### src/hw/clock_gen_cfg.svh
// constants of the clock generator register block: offsets, field
// positions, reset values and settle/divide counts.
// assumes an apb slave with 32-bit data, one register per aligned word.
`ifndef CLOCK_GEN_CFG_SVH
`define CLOCK_GEN_CFG_SVH

// register indices; byte address is four times the index
`define IDX_DISP_TCLK       30'h00005070
`define IDX_SETTLE_WAIT     30'h0000507d
`define IDX_PERIPH_GATE     30'h00005080
`define IDX_CPU_GEAR        30'h00005081

// display timing clock select fields
`define TCLK_DIV_HI         5
`define TCLK_DIV_LO         4
`define TCLK_SRC_HI         3
`define TCLK_SRC_LO         2
`define TCLK_EN_BIT         0
`define TCLK_DIV_RST        2'h0
`define TCLK_SRC_RST        2'h0
`define TCLK_EN_RST         1'h0

// settle wait fields
`define WAIT_FAST_HI        7
`define WAIT_FAST_LO        6
`define WAIT_SLOW_HI        1
`define WAIT_SLOW_LO        0
`define WAIT_FAST_RST       2'h0
`define WAIT_SLOW_RST       2'h0

// peripheral gate and cpu gear
`define PCLK_RST            2'h3
`define PCLK_ON             2'h3
`define PCLK_OFF            2'h0
`define CPU_CORE_CLOCK_RST            2'h0

// source codes
`define SRC_FAST            2'h0
`define SRC_SLOW            2'h1

// settle counts in oscillator cycles
`define FAST_WAIT_3         15'h0008
`define FAST_WAIT_2         15'h0010
`define FAST_WAIT_1         15'h0020
`define FAST_WAIT_0         15'h0040
`define SLOW_WAIT_2         15'h1000
`define SLOW_CODE_SHORT     2'h2

// display divide ratios in source cycles
`define FAST_DIV_0          14'h0400
`define FAST_DIV_1          14'h0800
`define FAST_DIV_2          14'h1000
`define SLOW_DIV            14'h0040

`endif

### src/hw/clock_gen_pkg.sv
// types shared by the clock generator register block.
// assumes clock_gen_cfg.svh supplies every number but SLOW_WAIT_0 and FAST_DIV_3, which are parameters.
package clock_gen_pkg;

   typedef enum logic [1:0] {
      SETTLE_OFF,
      SETTLE_COUNT,
      SETTLE_DONE
   } settle_state_type;

   typedef struct packed {
      logic [1:0] div;
      logic [1:0] src;
      logic       en;
   } disp_tclk_type;

   typedef struct packed {
      logic [1:0] fast;
      logic [1:0] slow;
   } settle_sel_type;

endpackage : clock_gen_pkg

### src/hw/osc_settle_wait.sv
// counts oscillator cycles after start and flags the clock usable.
// assumes oscTick is a one-cycle pulse per oscillator cycle on clk.
`timescale 1ns/1ps
`default_nettype none
module osc_settle_wait #(
   parameter int CNT_W = 15
) (
   input  wire logic             clk,
   input  wire logic             reset_n,
   input  wire logic             oscOn,
   input  wire logic             oscTick,
   input  wire logic [CNT_W-1:0] waitCycles,
   output var  logic             ready
);
   clock_gen_pkg::settle_state_type stateReg;
   logic [CNT_W-1:0] countReg;
   logic [CNT_W-1:0] limitReg;

   // count latched at start so a mid-wait rewrite cannot shorten it
   always_ff @(posedge clk) begin
      if (!reset_n) begin
         stateReg <= clock_gen_pkg::SETTLE_OFF;
         countReg <= '0;
         limitReg <= '0;
      end else if (!oscOn) begin
         stateReg <= clock_gen_pkg::SETTLE_OFF;
         countReg <= '0;
      end else begin
         unique case (stateReg)
            clock_gen_pkg::SETTLE_OFF: begin
               stateReg <= clock_gen_pkg::SETTLE_COUNT;
               limitReg <= waitCycles;
               countReg <= '0;
            end
            clock_gen_pkg::SETTLE_COUNT: begin
               if (oscTick) begin
                  if (countReg == limitReg - 1'b1) begin
                     stateReg <= clock_gen_pkg::SETTLE_DONE;
                  end
                  countReg <= countReg + 1'b1;
               end
            end
            clock_gen_pkg::SETTLE_DONE: begin
               stateReg <= clock_gen_pkg::SETTLE_DONE;
            end
         endcase
      end
   end

   always_ff @(posedge clk) begin
      if (!reset_n) begin
         ready <= 1'b0;
      end else begin
         ready <= oscOn && (stateReg == clock_gen_pkg::SETTLE_DONE);
      end
   end
endmodule : osc_settle_wait
`default_nettype wire

### src/hw/disp_timing_div.sv
// divides a source tick stream down to the display timing tick.
// assumes srcTick is a one-cycle enable pulse per source cycle.
`timescale 1ns/1ps
`default_nettype none
module disp_timing_div #(
   parameter int DIV_W = 14
) (
   input  wire logic             clk,
   input  wire logic             reset_n,
   input  wire logic             enable,
   input  wire logic             srcTick,
   input  wire logic [DIV_W-1:0] ratio,
   output var  logic             tick
);
   logic [DIV_W-1:0] countReg;

   always_ff @(posedge clk) begin
      if (!reset_n) begin
         countReg <= '0;
         tick     <= 1'b0;
      end else if (!enable) begin
         countReg <= '0;
         tick     <= 1'b0;
      end else if (srcTick) begin
         // a ratio change applies at once; a count already past a smaller ratio wraps at the next tick
         if (countReg >= ratio - 1'b1) begin
            countReg <= '0;
            tick     <= 1'b1;
         end else begin
            countReg <= countReg + 1'b1;
            tick     <= 1'b0;
         end
      end else begin
         tick <= 1'b0;
      end
   end
endmodule : disp_timing_div
`default_nettype wire

### src/hw/clock_gen_regs.sv
// clock generator registers: oscillator settle waits, peripheral clock
// gate, cpu gear select and the display timing clock select, over apb.
// assumes oscillator cycles arrive as one-cycle tick pulses on clk and
// oscillator start/stop levels come from elsewhere.
//
// Function
// - fast oscillator waits 8, 16, 32 or 64 cycles for codes 3 to 0, reset 0.
// - slow oscillator waits 4096 cycles for code 2, 16384 for code 0, reset 0.
// - peripheral supply is on for code 3, off for 0, reset 3, 1 and 2 banned.
// - a 2-bit cpu gear select sits in the low bits, reset 0, rest reserved.
// - every reserved bit reads back as zero.
// - display source is fast osc for code 0, slow for 1, reset 0, 2/3 banned.
// - display divide is 1024..8192 from fast osc, 64 from slow osc, reset 0.
// - one enable bit gates the display timing clock, reset disabled.
`include "clock_gen_cfg.svh"
`timescale 1ns/1ps
`default_nettype none
module clock_gen_regs #(
   parameter int SLOW_WAIT_0 = 16384,
   parameter int FAST_DIV_3  = 8192
) (
   input  wire logic        clk,
   input  wire logic        reset_n,
   input  wire logic        psel,
   input  wire logic        penable,
   input  wire logic        pwrite,
   input  wire logic [31:0] paddr,
   input  wire logic [31:0] pwdata,
   output var  logic [31:0] prdata,
   output var  logic        pready,
   output var  logic        pslverr,
   input  wire logic        fastOscOn,
   input  wire logic        fastOscTick,
   input  wire logic        slowOscOn,
   input  wire logic        slowOscTick,
   output var  logic        fastOscReady,
   output var  logic        slowOscReady,
   output var  logic        periphClockEn,
   output var  logic [1:0]  cpuGearRatio,
   output var  logic        dispTimingTick
);
   localparam logic [31:0] ADDR_TCLK = {`IDX_DISP_TCLK, 2'b00};
   localparam logic [31:0] ADDR_WAIT = {`IDX_SETTLE_WAIT, 2'b00};
   localparam logic [31:0] ADDR_PCLK = {`IDX_PERIPH_GATE, 2'b00};
   localparam logic [31:0] ADDR_CPU_CORE_CLOCK = {`IDX_CPU_GEAR, 2'b00};
   localparam logic [14:0] SLOW_LONG = 15'(SLOW_WAIT_0);
   localparam logic [13:0] FAST_DIV_MAX = 14'(FAST_DIV_3);

   clock_gen_pkg::disp_tclk_type  tclkReg;
   clock_gen_pkg::settle_sel_type waitReg;
   logic [1:0]  pclkReg;
   logic [1:0]  cclkReg;

   logic        accessPhase;
   logic        writeStrobe;
   logic        hitTclk;
   logic        hitWait;
   logic        hitPclk;
   logic        hitCclk;
   logic        hitAny;
   logic [7:0]  readByte;
   logic [14:0] fastWaitCycles;
   logic [14:0] slowWaitCycles;
   logic [13:0] dispRatio;
   logic        dispSrcTick;
   logic        dispSrcReady;
   logic        fastReadyInt;
   logic        slowReadyInt;
   logic        dispTickInt;

   // ---- apb slave: one wait state, write lands on the completing edge
   assign accessPhase = psel && penable;
   assign writeStrobe = accessPhase && pready && pwrite;

   assign hitTclk = (paddr == ADDR_TCLK);
   assign hitWait = (paddr == ADDR_WAIT);
   assign hitPclk = (paddr == ADDR_PCLK);
   assign hitCclk = (paddr == ADDR_CPU_CORE_CLOCK);
   assign hitAny  = hitTclk || hitWait || hitPclk || hitCclk;

   always_ff @(posedge clk) begin
      if (!reset_n) begin
         pready <= 1'b0;
      end else if (accessPhase && !pready) begin
         pready <= 1'b1;
      end else begin
         pready <= 1'b0;
      end
   end

   // reserved positions stay zero by construction
   always_comb begin
      readByte = 8'h00;
      if (hitTclk) begin
         readByte[`TCLK_DIV_HI:`TCLK_DIV_LO] = tclkReg.div;
         readByte[`TCLK_SRC_HI:`TCLK_SRC_LO] = tclkReg.src;
         readByte[`TCLK_EN_BIT]              = tclkReg.en;
      end else if (hitWait) begin
         readByte[`WAIT_FAST_HI:`WAIT_FAST_LO] = waitReg.fast;
         readByte[`WAIT_SLOW_HI:`WAIT_SLOW_LO] = waitReg.slow;
      end else if (hitPclk) begin
         readByte[1:0] = pclkReg;
      end else if (hitCclk) begin
         readByte[1:0] = cclkReg;
      end
   end

   // read data and error are registered on the same edge that raises pready
   always_ff @(posedge clk) begin
      if (!reset_n) begin
         prdata  <= 32'h00000000;
         pslverr <= 1'b0;
      end else if (accessPhase && !pready) begin
         prdata  <= pwrite ? 32'h00000000 : {24'h000000, readByte};
         pslverr <= !hitAny;
      end else begin
         prdata  <= 32'h00000000;
         pslverr <= 1'b0;
      end
   end

   // ---- register writes, one process per register
   always_ff @(posedge clk) begin
      if (!reset_n) begin
         tclkReg.div <= `TCLK_DIV_RST;
         tclkReg.src <= `TCLK_SRC_RST;
         tclkReg.en  <= `TCLK_EN_RST;
      end else if (writeStrobe && hitTclk) begin
         tclkReg.div <= pwdata[`TCLK_DIV_HI:`TCLK_DIV_LO];
         tclkReg.src <= pwdata[`TCLK_SRC_HI:`TCLK_SRC_LO];
         tclkReg.en  <= pwdata[`TCLK_EN_BIT];
      end
   end

   always_ff @(posedge clk) begin
      if (!reset_n) begin
         waitReg.fast <= `WAIT_FAST_RST;
         waitReg.slow <= `WAIT_SLOW_RST;
      end else if (writeStrobe && hitWait) begin
         waitReg.fast <= pwdata[`WAIT_FAST_HI:`WAIT_FAST_LO];
         waitReg.slow <= pwdata[`WAIT_SLOW_HI:`WAIT_SLOW_LO];
      end
   end

   // banned codes are dropped so the gate never sits half open
   always_ff @(posedge clk) begin
      if (!reset_n) begin
         pclkReg <= `PCLK_RST;
      end else if (writeStrobe && hitPclk) begin
         if (pwdata[1:0] == `PCLK_ON || pwdata[1:0] == `PCLK_OFF) begin
            pclkReg <= pwdata[1:0];
         end
      end
   end

   always_ff @(posedge clk) begin
      if (!reset_n) begin
         cclkReg <= `CPU_CORE_CLOCK_RST;
      end else if (writeStrobe && hitCclk) begin
         cclkReg <= pwdata[1:0];
      end
   end

   // ---- settle counts per code
   always_comb begin
      unique case (waitReg.fast)
         2'h3: fastWaitCycles = `FAST_WAIT_3;
         2'h2: fastWaitCycles = `FAST_WAIT_2;
         2'h1: fastWaitCycles = `FAST_WAIT_1;
         2'h0: fastWaitCycles = `FAST_WAIT_0;
      endcase
   end

   // reserved slow codes fall back to the long wait, the safe side
   always_comb begin
      if (waitReg.slow == `SLOW_CODE_SHORT) begin
         slowWaitCycles = `SLOW_WAIT_2;
      end else begin
         slowWaitCycles = SLOW_LONG;
      end
   end

   osc_settle_wait #(
      .CNT_W (15)
   ) fastSettle (
      .clk        (clk),
      .reset_n    (reset_n),
      .oscOn      (fastOscOn),
      .oscTick    (fastOscTick),
      .waitCycles (fastWaitCycles),
      .ready      (fastReadyInt)
   );

   osc_settle_wait #(
      .CNT_W (15)
   ) slowSettle (
      .clk        (clk),
      .reset_n    (reset_n),
      .oscOn      (slowOscOn),
      .oscTick    (slowOscTick),
      .waitCycles (slowWaitCycles),
      .ready      (slowReadyInt)
   );

   // ---- display timing clock: source, ratio, gate
   always_comb begin
      if (tclkReg.src == `SRC_SLOW) begin
         dispRatio = `SLOW_DIV;
      end else begin
         unique case (tclkReg.div)
            2'h3: dispRatio = FAST_DIV_MAX;
            2'h2: dispRatio = `FAST_DIV_2;
            2'h1: dispRatio = `FAST_DIV_1;
            2'h0: dispRatio = `FAST_DIV_0;
         endcase
      end
   end

   // unsettled oscillators and reserved source codes feed no ticks
   always_comb begin
      if (tclkReg.src == `SRC_FAST) begin
         dispSrcTick  = fastOscTick && fastReadyInt;
         dispSrcReady = fastReadyInt;
      end else if (tclkReg.src == `SRC_SLOW) begin
         dispSrcTick  = slowOscTick && slowReadyInt;
         dispSrcReady = slowReadyInt;
      end else begin
         dispSrcTick  = 1'b0;
         dispSrcReady = 1'b0;
      end
   end

   disp_timing_div #(
      .DIV_W (14)
   ) dispDiv (
      .clk     (clk),
      .reset_n (reset_n),
      .enable  (tclkReg.en && dispSrcReady),
      .srcTick (dispSrcTick),
      .ratio   (dispRatio),
      .tick    (dispTickInt)
   );

   // ---- outputs, each from its own flop
   always_ff @(posedge clk) begin
      if (!reset_n) begin
         fastOscReady <= 1'b0;
         slowOscReady <= 1'b0;
      end else begin
         fastOscReady <= fastReadyInt;
         slowOscReady <= slowReadyInt;
      end
   end

   always_ff @(posedge clk) begin
      if (!reset_n) begin
         periphClockEn <= 1'b1;
      end else begin
         periphClockEn <= (pclkReg == `PCLK_ON);
      end
   end

   always_ff @(posedge clk) begin
      if (!reset_n) begin
         cpuGearRatio <= `CPU_CORE_CLOCK_RST;
      end else begin
         cpuGearRatio <= cclkReg;
      end
   end

   always_ff @(posedge clk) begin
      if (!reset_n) begin
         dispTimingTick <= 1'b0;
      end else begin
         dispTimingTick <= dispTickInt && tclkReg.en;
      end
   end
endmodule : clock_gen_regs
`default_nettype wire

### config.mk
export PLATFORM = sky130hd
export DESIGN_NAME = clock_gen_regs
export DESIGN_NICKNAME = d
export VERILOG_FILES = /design/src/hw/clock_gen_pkg.sv /design/src/hw/osc_settle_wait.sv /design/src/hw/disp_timing_div.sv /design/src/hw/clock_gen_regs.sv
export VERILOG_INCLUDE_DIRS = /design/src /design/src/hw
export SDC_FILE = /design/constraint.sdc
export NUM_CORES = 1
export LEC_CHECK = 0
export BUFFER_PORTS_ARGS = -buffer_cell sky130_fd_sc_hd__buf_2
export CORE_MARGIN = 2
export CORE_UTILIZATION = 53
export CTS_CLUSTER_DIAMETER = 150
export DETAILED_ROUTE_END_ITERATION = 8
export GPL_ROUTABILITY_DRIVEN = 0
export PLACE_DENSITY_LB_ADDON = 0.1
export SLEW_MARGIN = 20
export SYNTH_ARGS = -nofsm -noshare
export SYNTH_HDL_FRONTEND = slang
export SYNTH_SLANG_ARGS = --single-unit
### constraint.sdc
create_clock -name clk -period 2.4 [get_ports clk]
set_input_delay 0.48 -clock clk [delete_from_list [all_inputs] [get_ports clk]]
set_output_delay 0.48 -clock clk [all_outputs]
set_load 0.01 [all_outputs]
After elaboration in Yosys (flattened, before gate mapping)
Index checks and enable logic that the tools add are counted.

storage, ports and cells
  flip-flop bits (word level) = 134
  bits of input ports = 73
  output and inout bits = 40
  word-level logic and storage cells = 133

cells by class
  add/subtract/negate cells = 6
  $lt $le $gt $ge = 1
  equal/unequal tests = 24
  multiplexer cells = 25
  bitwise logic cells = 4
  reduce and logical (&&, ||, !) cells = 44

operators with widths
  operator                 number
  $eq A32 B17 Y1 const B   4
  $pmux W15 S2             2
  $pmux W15 S4             1
  $pmux W14 S4             1
  $mux W15                 3
  $add A15 B1 Y15 const B  2
  $eq A15 B15 Y1           2
  $sub A15 B1 Y15 const B  2
  $mux W14                 2
  $reduce_and A2 Y1        11
  $eq A2 B2 Y1 const B     9
  $add A14 B1 Y14 const B  1
  $ge A14 B14 Y1           1
  $logic_and A1 B1 Y1      14
  $mux W2                  7
  $sub A14 B1 Y14 const B  1
  $logic_not A2 Y1         6
  $pmux W2 S3              2
  $eq A2 B1 Y1 const B     5
  $reduce_or A4 Y1         2
  $mux W1                  7
  $reduce_or A5 Y1         1
  $logic_or A1 B1 Y1       4
  $ne A2 B1 Y1 const B     2
  other kinds (6)          12

Depth between registers and ports, before layout
  depth after elaboration = 6
  gate-level depth with buffers = 9
  gate-level depth less buffers = 8

Hierarchy
From an unflattened synthesis, not the netlist that was laid out.

second synthesis, totals
  cells, all modules = 800
  area total of the unflattened synthesis = 6840.3 sq um

modules (own cells, without submodules)
  module           instances  cells each  area each (sq um)
  osc_settle_wait  2          245         1999.4
  clock_gen_regs   1          167         1645.3
  disp_timing_div  1          143         1196.1

Least setup slack after synthesis
OpenSTA, ideal clock, no wires.

  path kind = reg2reg
  from = register fastSettle.limitReg[3]
  to = register fastSettle.stateReg[1]
  library setup time = 0.119 ns
  arrival time = 2.064 ns
  setup slack = 0.217 ns
  stages on the path, launching flop included = 8
  path buffers = 0
  cell sequence = dfxtp_1 -> nor3_1 -> ha_1 -> xnor2_1 -> or4_4 -> o41ai_4 -> mux2i_1 -> nor2_1

between the ends
  word-level cells in the longest chain between the ends = 4

ends and longest elaborated chain
  element                      line                   RTL
  start, declared              osc_settle_wait.sv:17  logic [CNT_W-1:0] limitReg;
  start signal, assigned       osc_settle_wait.sv:32  limitReg <= waitCycles;
  $sub A15 B1 Y15              osc_settle_wait.sv:37  if (countReg == limitReg - 1'b1) begin
  $eq A15 B15 Y1               osc_settle_wait.sv:37
  $ne A2 B1 Y1 (no line)       n/a
  $reduce_and A2 Y1 (no line)  n/a
  end signal, assigned         osc_settle_wait.sv:31  stateReg <= clock_gen_pkg::SETTLE_COUNT;
  end signal, assigned         osc_settle_wait.sv:38  stateReg <= clock_gen_pkg::SETTLE_DONE;
  end signal, assigned         osc_settle_wait.sv:44  stateReg <= clock_gen_pkg::SETTLE_DONE;
  end, declared                osc_settle_wait.sv:15  clock_gen_pkg::settle_state_type stateReg;

No other way between the ends.
A chain may end at the register's enable or synchronous reset.

Worst setup path in the final report
Ends and elaborated chain as after synthesis.

==> results_dict.tcl <==
set metrics [dict create \
    status "finished clean" \
    ctsHtreeMaxLevel 3 \
    rr_endpoint "fastSettle.stateReg[1]" \
    hold_end "waitReg[3]" \
    yosysUniqueCellTypes 61 \
    place_inst 647 \
    slew_headroom 0.609 \
    worstSetupStartpointType "flop" \
    post_cts.repair.setup_buffers 0 \
    synthesis.area_sq_um 4320 \
    cts_tree "yes" \
    ant_nets 0 \
    grtUsageTotal 0.209 \
    pre_cts_ws_ns 0.0802 \
    finalHoldViolations 0 \
    instances_no_fill 662 \
    ys_ff_latch 86 \
    arrival_ns 2.42 \
    met1Wirelength_mm 3.92 \
    worst_slew_pin_slew_ns 0.572 \
    final_cell_mix "dfxtp_1 (86), buf_2 (64), nor2_1 (55), nand2_1 (37), conb_1 (25)" \
    layout-drive-gt1-share 0.191 \
    finalCritPeriodShare 0.909 \
    ys_async_sr_fraction 0 \
    yosys_warnings 0 \
    syn_inst 480 \
    setup.worst_path.class "flop to flop" \
    clock_path_buffers 2 \
    drt_first_pass_iters 4 \
    viasPerCell 5.27 \
    topRoutingLayerUsed "met4" \
    cts-root-buf "clkbuf_8" \
    clk_pin_slew_worst_paths_ns 0.08 \
    holdWs_ns 0.387 \
    cts_inserted_buffers 9 \
    overflow 0 \
    totalWireLength_mm 8.59 \
    antenna_found_initial 0 \
    place_hpwl_mm 6.53 \
    reg2reg_from "fastSettle.limitReg[3]" \
    drt_first_iter_violations 84 \
    p_leak_nw 1.96 \
    via_count 3492 \
    fp.coreArea_sq_um 7810 \
    drv_cap 0 \
    ctsResizeCount 0 \
    fin_nets 644 \
    die_h_um 94.3 \
    period_needed_ns 2.18 \
    setup_viol 0 \
    clkSinkCount 86 \
    fin_skew_ns 0.00848 \
    grt_pass1_wl_mm 14.8 \
    ios 113 \
    avgSynthCellArea_sq_um 9.01 \
    required_ns 2.64 \
    num_rows 32 \
    first_global_vias 3363 \
    ctsHoldBuffers 0 \
    dr_wl_met2_mm 4.24 \
    reg2reg_setup_slack_ns 0.22 \
    yosysSeqAreaShare 0.398 \
    area_delta_synth_final_pct 14.5 \
    antenna_cells 0 \
    synth_edf_count 0 \
    min_from "pwdata[7]" \
    worstHoldPathType "primary input to flop" \
    rsz0062_at_grt "false" \
    ir_worst_vdd_uv 316 \
    end_kind "flop" \
    holdPathStages 3 \
    maxClockFrequency_ghz 0.458 \
    finalMaxSlewViolations 0 \
    io_buffers 64 \
    tns_ns 0 \
    start_util 0.554 \
    power.density_nw_per_um2 560 \
    clkLatencyLatePin_ns 0.35 \
    dieArea_sq_um 8900 \
    final_common_cell "dfxtp_1" \
    layout_setup_ws_ns 0.219 \
    met3RoutedLength_um 324 \
    reg2reg_depth 7 \
    drc 0 \
    routedWlPerCell_um 13.0 \
    grt_max_degree 23 \
    synth_ff_type "dfxtp_1" \
    die_w_um 94.3 \
    worstPathMaxFanout 5 \
]
per-layer routing:
| metal | vias up | track usage |
|---|---|---|
| met1 | 1633 | 0.252 |
| met5 | - | 0 |
| li1 | 1787 | - |
| met2 | 64 | 0.366 |
| met4 | 0 | 0.0737 |
| met3 | 8 | 0.0449 |
flip-flops by register name, summed over array words and instances (netlist names):
name and count:
slowSettle.stateReg 2, fastSettle.stateReg 2, dispDiv.countReg 14, dispDiv.tick 1, cclkReg 2, waitReg 4
pclkReg 2, fastOscReady 1, fastSettle.countReg 15, dispTimingTick 1, slowSettle.countReg 15, slowOscReady 1
pready 1, fastSettle.limitReg 4, fastSettle.ready 1, pslverr 1, slowSettle.limitReg 2, prdata 8
tclkReg 5, periphClockEn 1, slowSettle.ready 1, cpuGearRatio 2
where the power goes:
group,switching (mW),total [mW],internal (mW),leakage [nW]
clock,0.495,1.13,0.638,0.109
sequential,0.00759,1.44,1.44,0.694
combinational,0.118,0.197,0.0791,1.16
worst max-delay path, cell delays in order (launching register included):
cell,delay (ns)
dfxtp_1,0.36
nor3_1,0.20
ha_1,0.27
xnor2_1,0.13
or4_4,0.54
o41ai_4,0.29
mux2i_1,0.22
nor2_1,0.05
synth_stat cells (all sizes together), types with 9 or more instances:
cell	instances	share of area
dfxtp	86	0.40
nand3	20	0.023
xnor2	17	0.034
buf	27	0.045
ha	15	0.043
a21oi	21	0.024
xor2	22	0.045
nand2	37	0.032
mux2i	19	0.045
o21ai	9	0.010
nor3	14	0.019
nor2	55	0.048
nor4	11	0.024
inv	17	0.015
nand4	19	0.029
and3	12	0.017
final cells by class:
cell class | instances | area (sq um)
tap | 102 | 128
inverter | 17 | 63.8
fill | 712 | 2860
sequential | 86 | 1720
clock buffer | 12 | 155
multi-input combinational | 366 | 2400
clock inverter | 3 | 67.6
timing repair buffer | 76 | 410
logic make-up (layout without fill, tap and decap cells):
kind of cell | count (synthesis) | in the layout | synth area share
XOR/XNOR | 40 | 40 | 0.0842
adder cells (fa/ha/maj) | 15 | 15 | 0.0434
flip-flops | 86 | 86 | 0.398
buffers and inverters | 51 | 108 | 0.0660
AND/OR/NAND/NOR | 212 | 212 | 0.274
other | 2 | 25 | 0.00174
multiplexers | 22 | 22 | 0.0527
AO/OA/AOI/OAI | 52 | 52 | 0.0801
metrics by stage:
step                total power [mW]  area (sq um)   util
finish                          2.77          4950  0.634
global placement                1.67          4730  0.605
floorplan                       1.62          4410      -
CTS                             2.80          4950  0.634
global route                    2.88          4950  0.634
detailed placement              1.67          4730  0.605
how the worst max path moves through the flow:
stage,from,end,slack (ns)
after floorplan,fastSettle.limitReg[3],fastSettle.stateReg[1],0.22
after global placement,fastSettle.limitReg[3],fastSettle.stateReg[1],0.14
after detailed placement,paddr[17],prdata[3],0.08
after CTS,fastSettle.limitReg[3],fastSettle.stateReg[1],0.08
after global routing,fastSettle.limitReg[3],fastSettle.stateReg[0],0.06
final,fastSettle.limitReg[3],fastSettle.stateReg[1],0.22
No activity file was read; power rests on OpenSTA's default activity.
